### src/verilog/xirq_pkg.sv
// Package for the extra external interrupt block: register map, field layout and vectors.
// Assumes a core on the same clock that reaches the control register by byte or single-bit access.
//
// What this block does
// - Control register sits at address c0, each bit separately addressable.
// - A single-bit set at bit address c2 sets input B enable.
// - Input C priority bit one means high priority level, zero means low.
// - Input C requests service only while its enable bit is one.
// - Input C edge select one: falling edge; zero: low level triggers.
// - Input C edge mode: pending set on edge, cleared on service.
// - Input B priority bit one means high priority level, zero means low.
// - Input B requests service only while its enable bit is one.
// - Input B edge select one: falling edge; zero: low level triggers.
// - Input B edge mode: pending set on detection, cleared on service.
// - Inputs are alternate functions of upper two pins of auxiliary nibble port.
// - Detection, flagging and servicing behave like the classic external interrupts.
// - Input B vectors to 33 and polls at position 6.
// - Input C vectors to 3b and polls at position 7, lowest.
package xirq_pkg;

  // ==========================================================================
  // Register map
  localparam logic [7:0] XIRQ_CTRL_ADDR   = 8'hc0;
  localparam logic [7:0] XIRQ_CTRL_RESET  = 8'h00;
  localparam logic [4:0] XIRQ_BIT_PAGE    = 5'h18;  // Upper five bits of bit addresses c0..c7.

  // ==========================================================================
  // Field layout within one channel nibble, and nibble positions.
  localparam int XIRQ_F_HIGH_PRIO  = 3;
  localparam int XIRQ_F_ENABLE     = 2;
  localparam int XIRQ_F_PENDING    = 1;
  localparam int XIRQ_F_EDGE_SEL   = 0;
  localparam int XIRQ_CHAN_B       = 0;
  localparam int XIRQ_CHAN_C       = 1;
  localparam int XIRQ_PIN_B        = 2;  // Auxiliary port pin carrying input B.
  localparam int XIRQ_PIN_C        = 3;  // Auxiliary port pin carrying input C.

  // ==========================================================================
  // Vectors and polling positions.
  localparam logic [7:0] XIRQ_VECTOR_B = 8'h33;
  localparam logic [7:0] XIRQ_VECTOR_C = 8'h3b;
  localparam logic [2:0] XIRQ_POLL_B   = 3'h6;
  localparam logic [2:0] XIRQ_POLL_C   = 3'h7;

  // One channel nibble, in register bit order.
  typedef struct packed {
    logic high_priority;
    logic enable;
    logic pending;
    logic edge_select;
  } xirq_chan_type;

  // Core access to the special-function space.
  typedef struct packed {
    logic       byte_wr;
    logic       byte_rd;
    logic [7:0] addr;
    logic [7:0] wdata;
    logic       bit_wr;
    logic [7:0] bit_addr;
    logic       bit_val;
  } xirq_sfr_type;

endpackage : xirq_pkg
### src/verilog/xirq_ctrl.sv
// Extra external interrupt controller: control register, two inputs and the request to the core.
// Assumes the core drives sfr accesses and service acknowledges synchronously to mclk.
`timescale 1ns/100ps
`default_nettype none
module xirq_ctrl (
  input  wire logic               mclk,
  input  wire logic               rstn,
  input  wire logic               ce,
  input  wire xirq_pkg::xirq_sfr_type sfr,
  input  wire logic [3:0]         aux_nibble_port,
  input  wire logic [1:0]         svc_ack,
  output logic [7:0]              sfr_rdata,
  output logic                    sfr_hit,
  output logic [1:0]              irq_req,
  output logic [1:0]              irq_high_priority,
  output logic                    vector_valid,
  output logic [7:0]              vector_addr,
  output logic [2:0]              poll_pos
);

  logic       rst_s1_reg;
  logic       rst_s2_reg;
  logic [7:0] ctrl_reg;
  logic [7:0] rdata_reg;
  logic       hit_reg;
  logic [1:0] req_reg;
  logic [1:0] hp_reg;
  logic       vvalid_reg;
  logic [7:0] vaddr_reg;
  logic [2:0] poll_reg;
  logic [1:0] pending;

  // ==========================================================================
  // Reset release through two flip-flops.
  always_ff @(posedge mclk or negedge rstn) begin
    if (!rstn) begin
      rst_s1_reg <= 1'b0;
      rst_s2_reg <= 1'b0;
    end else begin
      rst_s1_reg <= 1'b1;
      rst_s2_reg <= rst_s1_reg;
    end
  end

  wire rst_n = rst_s2_reg;

  // ==========================================================================
  // Address decode and the write image for byte and single-bit accesses.
  wire        byte_hit   = (sfr.addr == xirq_pkg::XIRQ_CTRL_ADDR);
  wire        bit_hit    = (sfr.bit_addr[7:3] == xirq_pkg::XIRQ_BIT_PAGE);
  wire        byte_wr_en = sfr.byte_wr & byte_hit;
  wire        bit_wr_en  = sfr.bit_wr & bit_hit;
  wire [2:0]  bit_idx    = sfr.bit_addr[2:0];
  wire [7:0]  cur_image;
  wire [7:0]  bit_mask   = 8'h01 << bit_idx;
  wire [7:0]  bit_image  = sfr.bit_val ? (cur_image | bit_mask) : (cur_image & ~bit_mask);
  wire [7:0]  wr_image   = byte_wr_en ? sfr.wdata : bit_image;
  wire        wr_en      = byte_wr_en | bit_wr_en;

  // Live image: stored control bits with the pending flags spliced in.
  genvar gi;
  generate
    for (gi = 0; gi < 2; gi++) begin : g_chan
      localparam int BASE = gi * 4;
      xirq_pkg::xirq_chan_type chan;
      wire pin_in = aux_nibble_port[gi == 0 ? xirq_pkg::XIRQ_PIN_B : xirq_pkg::XIRQ_PIN_C];
      wire pend_wr = byte_wr_en | (bit_wr_en & (bit_idx == 3'(BASE + xirq_pkg::XIRQ_F_PENDING)));

      assign chan.high_priority = ctrl_reg[BASE + xirq_pkg::XIRQ_F_HIGH_PRIO];
      assign chan.enable        = ctrl_reg[BASE + xirq_pkg::XIRQ_F_ENABLE];
      assign chan.pending       = pending[gi];
      assign chan.edge_select   = ctrl_reg[BASE + xirq_pkg::XIRQ_F_EDGE_SEL];
      assign cur_image[BASE+3:BASE] = chan;

      // Detector for one input, same behaviour as the classic pins.
      xirq_detect u_detect (
        .mclk        (mclk),
        .rst_n       (rst_n),
        .ce          (ce),
        .pin_async   (pin_in),
        .edge_select (chan.edge_select),
        .sw_wr       (pend_wr),
        .sw_val      (wr_image[BASE + xirq_pkg::XIRQ_F_PENDING]),
        .svc_ack     (svc_ack[gi]),
        .pending     (pending[gi])
      );
    end
  endgenerate

  // Control register; the pending positions live in the detectors and store as zero here.
  always_ff @(posedge mclk or negedge rst_n) begin
    if (!rst_n) begin
      ctrl_reg <= xirq_pkg::XIRQ_CTRL_RESET;
    end else if (ce && wr_en) begin
      ctrl_reg <= wr_image & 8'hdd;
    end
  end

  // ==========================================================================
  // Requests gated by enable, priorities and the vector choice.
  wire [1:0] req_next = pending & {ctrl_reg[4 + xirq_pkg::XIRQ_F_ENABLE],
                                   ctrl_reg[xirq_pkg::XIRQ_F_ENABLE]};
  wire [1:0] hp_next  = {ctrl_reg[4 + xirq_pkg::XIRQ_F_HIGH_PRIO],
                         ctrl_reg[xirq_pkg::XIRQ_F_HIGH_PRIO]};
  wire       hi_b     = req_next[0] & hp_next[0];
  wire       hi_c     = req_next[1] & hp_next[1];
  wire       pick_c   = hi_c ? ~hi_b : (req_next[1] & ~req_next[0]);
  wire [7:0] vec_next = pick_c ? xirq_pkg::XIRQ_VECTOR_C : xirq_pkg::XIRQ_VECTOR_B;
  wire [2:0] pos_next = pick_c ? xirq_pkg::XIRQ_POLL_C : xirq_pkg::XIRQ_POLL_B;

  // Output registers toward the core.
  always_ff @(posedge mclk or negedge rst_n) begin
    if (!rst_n) begin
      req_reg    <= 2'h0;
      hp_reg     <= 2'h0;
      vvalid_reg <= 1'b0;
      vaddr_reg  <= 8'h00;
      poll_reg   <= 3'h0;
      rdata_reg  <= 8'h00;
      hit_reg    <= 1'b0;
    end else if (ce) begin
      req_reg    <= req_next;
      hp_reg     <= hp_next;
      vvalid_reg <= |req_next;
      vaddr_reg  <= vec_next;
      poll_reg   <= pos_next;
      rdata_reg  <= (sfr.byte_rd && byte_hit) ? cur_image : 8'h00;
      hit_reg    <= sfr.byte_rd & byte_hit;
    end
  end

  assign sfr_rdata         = rdata_reg;
  assign sfr_hit           = hit_reg;
  assign irq_req           = req_reg;
  assign irq_high_priority = hp_reg;
  assign vector_valid      = vvalid_reg;
  assign vector_addr       = vaddr_reg;
  assign poll_pos          = poll_reg;

  // ==========================================================================
  // Checks
  property p_bit_set_c2;
    @(posedge mclk) disable iff (!rst_n)
      (ce && !sfr.byte_wr && sfr.bit_wr && sfr.bit_addr == 8'hc2 && sfr.bit_val) |=> ctrl_reg[2];
  endproperty
  a_bit_set_c2: assert property (p_bit_set_c2) else $error("Bit set at c2 missed enable.");

  property p_bit_only;
    @(posedge mclk) disable iff (!rst_n)
      (ce && !sfr.byte_wr && bit_wr_en) |=> ((ctrl_reg ^ $past(ctrl_reg)) & ~$past(bit_mask)) == 8'h00;
  endproperty
  a_bit_only: assert property (p_bit_only) else $error("Bit access touched other bits.");

  property p_req_c_enable;
    @(posedge mclk) disable iff (!rst_n)
      ce ##1 irq_req[1] |-> $past(ctrl_reg[6]) && $past(pending[1]);
  endproperty
  a_req_c_enable: assert property (p_req_c_enable) else $error("Input C requested while disabled.");

  property p_req_b_enable;
    @(posedge mclk) disable iff (!rst_n)
      ce ##1 irq_req[0] |-> $past(ctrl_reg[2]) && $past(pending[0]);
  endproperty
  a_req_b_enable: assert property (p_req_b_enable) else $error("Input B requested while disabled.");

  property p_prio_c;
    @(posedge mclk) disable iff (!rst_n)
      ce |=> irq_high_priority[1] == $past(ctrl_reg[7]);
  endproperty
  a_prio_c: assert property (p_prio_c) else $error("Input C priority wrong.");

  property p_prio_b;
    @(posedge mclk) disable iff (!rst_n)
      ce |=> irq_high_priority[0] == $past(ctrl_reg[3]);
  endproperty
  a_prio_b: assert property (p_prio_b) else $error("Input B priority wrong.");

  property p_vec_b;
    @(posedge mclk) disable iff (!rst_n)
      (ce && req_next == 2'b01) |=> vector_addr == 8'h33 && poll_pos == 3'h6;
  endproperty
  a_vec_b: assert property (p_vec_b) else $error("Input B vector wrong.");

  property p_vec_c;
    @(posedge mclk) disable iff (!rst_n)
      (ce && req_next == 2'b10) |=> vector_addr == 8'h3b && poll_pos == 3'h7;
  endproperty
  a_vec_c: assert property (p_vec_c) else $error("Input C vector wrong.");

  property p_byte_wins;
    @(posedge mclk) disable iff (!rst_n)
      (ce && byte_wr_en && bit_wr_en) |=> ctrl_reg == ($past(sfr.wdata) & 8'hdd);
  endproperty
  a_byte_wins: assert property (p_byte_wins) else $error("Bit write beat a byte write.");

  property p_read_hit;
    @(posedge mclk) disable iff (!rst_n)
      ce |=> sfr_hit == ($past(sfr.byte_rd) && ($past(sfr.addr) == xirq_pkg::XIRQ_CTRL_ADDR));
  endproperty
  a_read_hit: assert property (p_read_hit) else $error("Read hit flag wrong.");

  property p_read_miss_zero;
    @(posedge mclk) disable iff (!rst_n)
      (ce && !(sfr.byte_rd && byte_hit)) |=> sfr_rdata == 8'h00;
  endproperty
  a_read_miss_zero: assert property (p_read_miss_zero) else $error("Read data not zero on a miss.");

  property p_vvalid_any;
    @(posedge mclk) disable iff (!rst_n)
      ce |=> vector_valid == (irq_req != 2'h0);
  endproperty
  a_vvalid_any: assert property (p_vvalid_any) else $error("Vector valid disagrees with requests.");

  property p_same_level_b;
    @(posedge mclk) disable iff (!rst_n)
      (ce && req_next == 2'b11 && hp_next[0] == hp_next[1]) |=> vector_addr == xirq_pkg::XIRQ_VECTOR_B;
  endproperty
  a_same_level_b: assert property (p_same_level_b) else $error("Same level did not poll B first.");

  property p_high_c_wins;
    @(posedge mclk) disable iff (!rst_n)
      (ce && req_next == 2'b11 && hp_next == 2'b10) |=> vector_addr == xirq_pkg::XIRQ_VECTOR_C;
  endproperty
  a_high_c_wins: assert property (p_high_c_wins) else $error("High priority C lost to B.");

  c_both_req: cover property (@(posedge mclk) disable iff (!rst_n) irq_req == 2'b11);
  c_c_wins: cover property (@(posedge mclk) disable iff (!rst_n) irq_req == 2'b11 && vector_addr == 8'h3b);
  c_bit_write: cover property (@(posedge mclk) disable iff (!rst_n) bit_wr_en && ce);

endmodule : xirq_ctrl
`default_nettype wire

### src/verilog/xirq_detect.sv
// One interrupt input: pin synchroniser, edge or level detection and the pending flag.
// Assumes the pin is asynchronous and idles high; service acknowledge comes from the core clock.
`timescale 1ns/100ps
`default_nettype none
module xirq_detect (
  input  wire logic mclk,
  input  wire logic rst_n,
  input  wire logic ce,
  input  wire logic pin_async,
  input  wire logic edge_select,
  input  wire logic sw_wr,
  input  wire logic sw_val,
  input  wire logic svc_ack,
  output logic      pending
);

  logic sync1_reg;
  logic sync2_reg;
  logic prev_reg;
  logic pending_reg;
  logic pending_next;
  wire  fall_seen;

  // Two-stage synchroniser, then a delayed copy for edge detection.
  always_ff @(posedge mclk or negedge rst_n) begin
    if (!rst_n) begin
      sync1_reg <= 1'b1;
      sync2_reg <= 1'b1;
      prev_reg  <= 1'b1;
    end else if (ce) begin
      sync1_reg <= pin_async;
      sync2_reg <= sync1_reg;
      prev_reg  <= sync2_reg;
    end
  end

  assign fall_seen = prev_reg & ~sync2_reg;  // High sample followed by low sample.

  // Edge mode: a detected edge beats both the service clear and a software write.
  // Level mode: the flag mirrors the low pin and holds nothing once it rises.
  always_comb begin
    if (!edge_select) begin
      pending_next = ~sync2_reg;
    end else if (fall_seen) begin
      pending_next = 1'b1;
    end else if (svc_ack) begin
      pending_next = 1'b0;
    end else if (sw_wr) begin
      pending_next = sw_val;
    end else begin
      pending_next = pending_reg;
    end
  end

  // Pending flag register.
  always_ff @(posedge mclk or negedge rst_n) begin
    if (!rst_n) begin
      pending_reg <= 1'b0;
    end else if (ce) begin
      pending_reg <= pending_next;
    end
  end

  assign pending = pending_reg;

  // ==========================================================================
  // Checks
  property p_edge_sets;
    @(posedge mclk) disable iff (!rst_n)
      (ce && edge_select && fall_seen) |=> pending_reg;
  endproperty
  a_edge_sets: assert property (p_edge_sets) else $error("Edge did not set pending.");

  property p_ack_clears;
    @(posedge mclk) disable iff (!rst_n)
      (ce && edge_select && !fall_seen && svc_ack) |=> !pending_reg;
  endproperty
  a_ack_clears: assert property (p_ack_clears) else $error("Service did not clear pending.");

  property p_level_follows;
    @(posedge mclk) disable iff (!rst_n)
      (ce && !edge_select) |=> (pending_reg == !$past(sync2_reg));
  endproperty
  a_level_follows: assert property (p_level_follows) else $error("Level flag not following pin.");

  property p_no_edge_high;
    @(posedge mclk) disable iff (!rst_n)
      (ce && edge_select && !pending_reg && !fall_seen && !sw_wr) |=> !pending_reg;
  endproperty
  a_no_edge_high: assert property (p_no_edge_high) else $error("Pending set without an edge.");

  c_edge: cover property (@(posedge mclk) disable iff (!rst_n) edge_select && fall_seen);
  c_level: cover property (@(posedge mclk) disable iff (!rst_n) !edge_select && pending_reg);

endmodule : xirq_detect
`default_nettype wire

### config.mk
export PLATFORM = sky130hd
export DESIGN_NAME = xirq_ctrl
export DESIGN_NICKNAME = d
export VERILOG_FILES = /design/src/verilog/xirq_pkg.sv /design/src/verilog/xirq_ctrl.sv /design/src/verilog/xirq_detect.sv
export SDC_FILE = /design/constraint.sdc
export NUM_CORES = 1
export LEC_CHECK = 0
export ABC_AREA = 1
export BUFFER_PORTS_ARGS = -buffer_cell sky130_fd_sc_hd__buf_4
export CAP_MARGIN = 15
export CORE_MARGIN = 1.5
export CORE_UTILIZATION = 50
export CTS_BUF_LIST = sky130_fd_sc_hd__clkbuf_8
export CTS_CLUSTER_DIAMETER = 30
export DETAILED_ROUTE_END_ITERATION = 7
export PLACE_DENSITY = 0.87
export SKIP_CTS_REPAIR_TIMING = 1
export SYNTH_ARGS = -nofsm -noshare
export SYNTH_HDL_FRONTEND = slang
export SYNTH_HIERARCHICAL = 1
export SYNTH_SLANG_ARGS = --single-unit
### constraint.sdc
create_clock -name mclk -period 2.2 [get_ports mclk]
set_input_delay 0.33 -clock mclk [delete_from_list [all_inputs] [get_ports mclk]]
set_output_delay 0.33 -clock mclk [all_outputs]
set_load 0.03 [all_outputs]
==> results.json <==
{
  "path_clk_slew_ns": 0.07,
  "fin_crit_sh_pct": 56.1,
  "maxCapViolCount": 0,
  "comb_power_share_pct": 11.9,
  "clock.fmax_mhz": 811,
  "clock_latency_ns": 0.28,
  "setup_viol": 0,
  "grt_use_total_pct": 19.8,
  "power_frac_seq_pct": 47.0,
  "p_clk_share_pct": 41.2,
  "synth.top_cell.area_share_pct": 36.4,
  "p_total_mw": 1.34,
  "final.setup_skew_ns": 0.00421,
  "multi_input_area_um2": 758,
  "dp_cells": 327,
  "postPlaceCellArea_mm2": 0.00217,
  "grt_max_degree": 34,
  "rows": 21,
  "yosysWarnings": 6,
  "start_kind": "register",
  "ant_nets": 0,
  "core_mm2": 0.00339,
  "finalInstanceArea_mm2": 0.00229,
  "cpLargestDelayFamily": "flip-flops",
  "rsz0062_at_grt": "false",
  "vdd_drop_max_mv": 0.281,
  "synthTopCellsByArea": "dfrtp_1 36%, nand2_1 15%, nand3_1 9.8%, dfstp_2 8.8%, inv_1 5.7%",
  "die_w_um": 62.8,
  "cts_tree": "done",
  "outcome": "complete, no violations",
  "timing.rr.end": "g_chan[1].u_detect/pending",
  "syn2layout_area_growth_pct": 28.0,
  "synthCells": 237,
  "p_leak_nw": 1.24,
  "cp_max_fo": 7,
  "antenna_found_initial": 0,
  "critPathRequiredTime_ns": 1.87,
  "drc": 0,
  "internal-power_mw": 1.02,
  "min_path_type": "register to async pin",
  "crit_type": "register to output pin",
  "clock_path_buffers": 2,
  "postSynthAreaPerCell_um2": 7.55,
  "die_h_um": 62.8,
  "htreeDepth": 2,
  "path_cells": "buf_4",
  "place.gp.congestion": 0.855,
  "yosys.area.top_type": "dfrtp_1",
  "start_util_pct": 52.8,
  "dp_hpwl_mm": 2.73,
  "routedWlPerCell_um": 10.5,
  "critPathBufInv": 1,
  "grt_pass1_wl_mm": 6.26,
  "critPathMaxStageDelay_ns": 0.43,
  "via_per_inst": 4.74,
  "rr_worst_depth": 8,
  "slowest_stage": "dfrtp_1",
  "setup_tns_ns": 0,
  "sw_frac_of_total_pct": 23.9,
  "fillCellCount": 294,
  "powerDensity_mw_per_mm2": 585,
  "drt_iter0_markers": 64,
  "slew_viol_final": 0,
  "clock-sinks": 32,
  "cp.depth": 1,
  "die-area_mm2": 0.00395,
  "final.min_clock_period_ns": 1.23,
  "cp_data_arrival_time_ns": 0.90,
  "overflow": 0,
  "io_pins": 62,
  "cts_buffers": 5,
  "seqCellArea_um2": 808,
  "hold_viol_final": 0,
  "r2r-start": "g_chan[1].u_detect/pending",
  "synth_cell_types": 25,
  "drive_above_1_share_pct": 31.7,
  "final_cells": 336,
  "r2r_setup_slack_ns": 1.13,
  "end_kind": "output pin",
  "routed_wl_mm": 3.54,
  "portBuffers": 56,
  "layout.nets": 326,
  "first_global_vias": 1480,
  "synth_seq_cells": 32,
  "synthesis.area_mm2": 0.00179,
  "cts_root_buf": "clkbuf_8",
  "ys_seq_area_share_pct": 45.2,
  "final_util_pct": 67.6,
  "first_pass_iters": 4,
  "p_sw_uw": 320,
  "n_antenna_cell": 0,
  "vias": 1593
}
==> power by group through the flow <==
stage,combinational [mW],sequential (mW),clock (mW)
after floorplan,0.0879,0.644,0
after global placement,0.154,0.637,0
after detailed placement,0.158,0.639,0
after CTS,0.159,0.629,0.560
after global routing,0.180,0.631,0.585
final,0.159,0.629,0.551
==> cell usage in the layout, fill, tap and decap left out, types with 2 or more instances in the layout <==
cell type	count
nor2_2	3
nand2_1	71
o21ai_0	7
conb_1	4
clkbuf_8	5
inv_1	27
nor2_1	11
nand3_1	35
a21oi_1	2
inv_2	4
buf_4	57
dfstp_2	6
o211ai_1	2
nand2_2	9
o21ai_1	10
dfrtp_1	26
==> through the flow <==
step / setup slack (ns) / hold WS, ns
floorplan: 0.869 / 0.0344
global placement: 0.710 / 0.112
detailed placement: 0.678 / 0.114
CTS: 0.950 / -0.197
global route: 0.806 / 0.256
finish: 0.967 / 0.253
==> area by class of cell <==
class | instances | share of cell area, %
clock inverters | 3 | 1.86
repair buffers | 58 | 19.1
multi-input cells | 161 | 33.1
flip-flops and latches | 32 | 35.3
inverters | 31 | 5.08
clock buffers | 5 | 3.01
well taps | 46 | 2.51
==> cell usage after synthesis (all sizes together) <==
| library cell | n |
|---|---|
| a211oi | 1 |
| a21oi | 3 |
| buf | 13 |
| clkbuf | 2 |
| conb | 2 |
| dfrtp | 26 |
| dfstp | 6 |
| inv | 31 |
| nand2 | 80 |
| nand3 | 37 |
| nand4 | 1 |
| nor2 | 15 |
| o211ai | 2 |
| o21ai | 17 |
| or2 | 1 |
==> kinds of logic after synthesis <==
family | after synthesis | share of synthesized area (%)
AO/OA/AOI/OAI | 23 | 7.48
flip-flops | 32 | 45.2
other | 2 | 0.420
buffers and inverters | 46 | 12.9
AND/OR/NAND/NOR | 134 | 34.1
==> per-layer routing <==
layer / up-vias / GRT usage [%] / part of all wire (%)
li1: 830 / - / -
met1: 714 / 25.1 / 47
met2: 43 / 33.2 / 47
met3: 6 / 4.86 / 4.5
met4: 0 / 6.67 / 1.7
met5: - / 0 / 0
==> how the worst max path moves through the flow <==
stage,from,to
4_1_cts,vector_addr[1],poll_pos[2]
3_3_place_gp,sfr[19],g_chan[0].u_detect/pending
6_report,vector_addr[1],poll_pos[2]
2_1_floorplan,sfr[21],g_chan[0].u_detect/pending
5_1_grt,sfr[19],g_chan[0].u_detect/pending
3_5_place_dp,sfr[21],g_chan[0].u_detect/pending
Note: power is estimated with default switching activity, not from simulation.
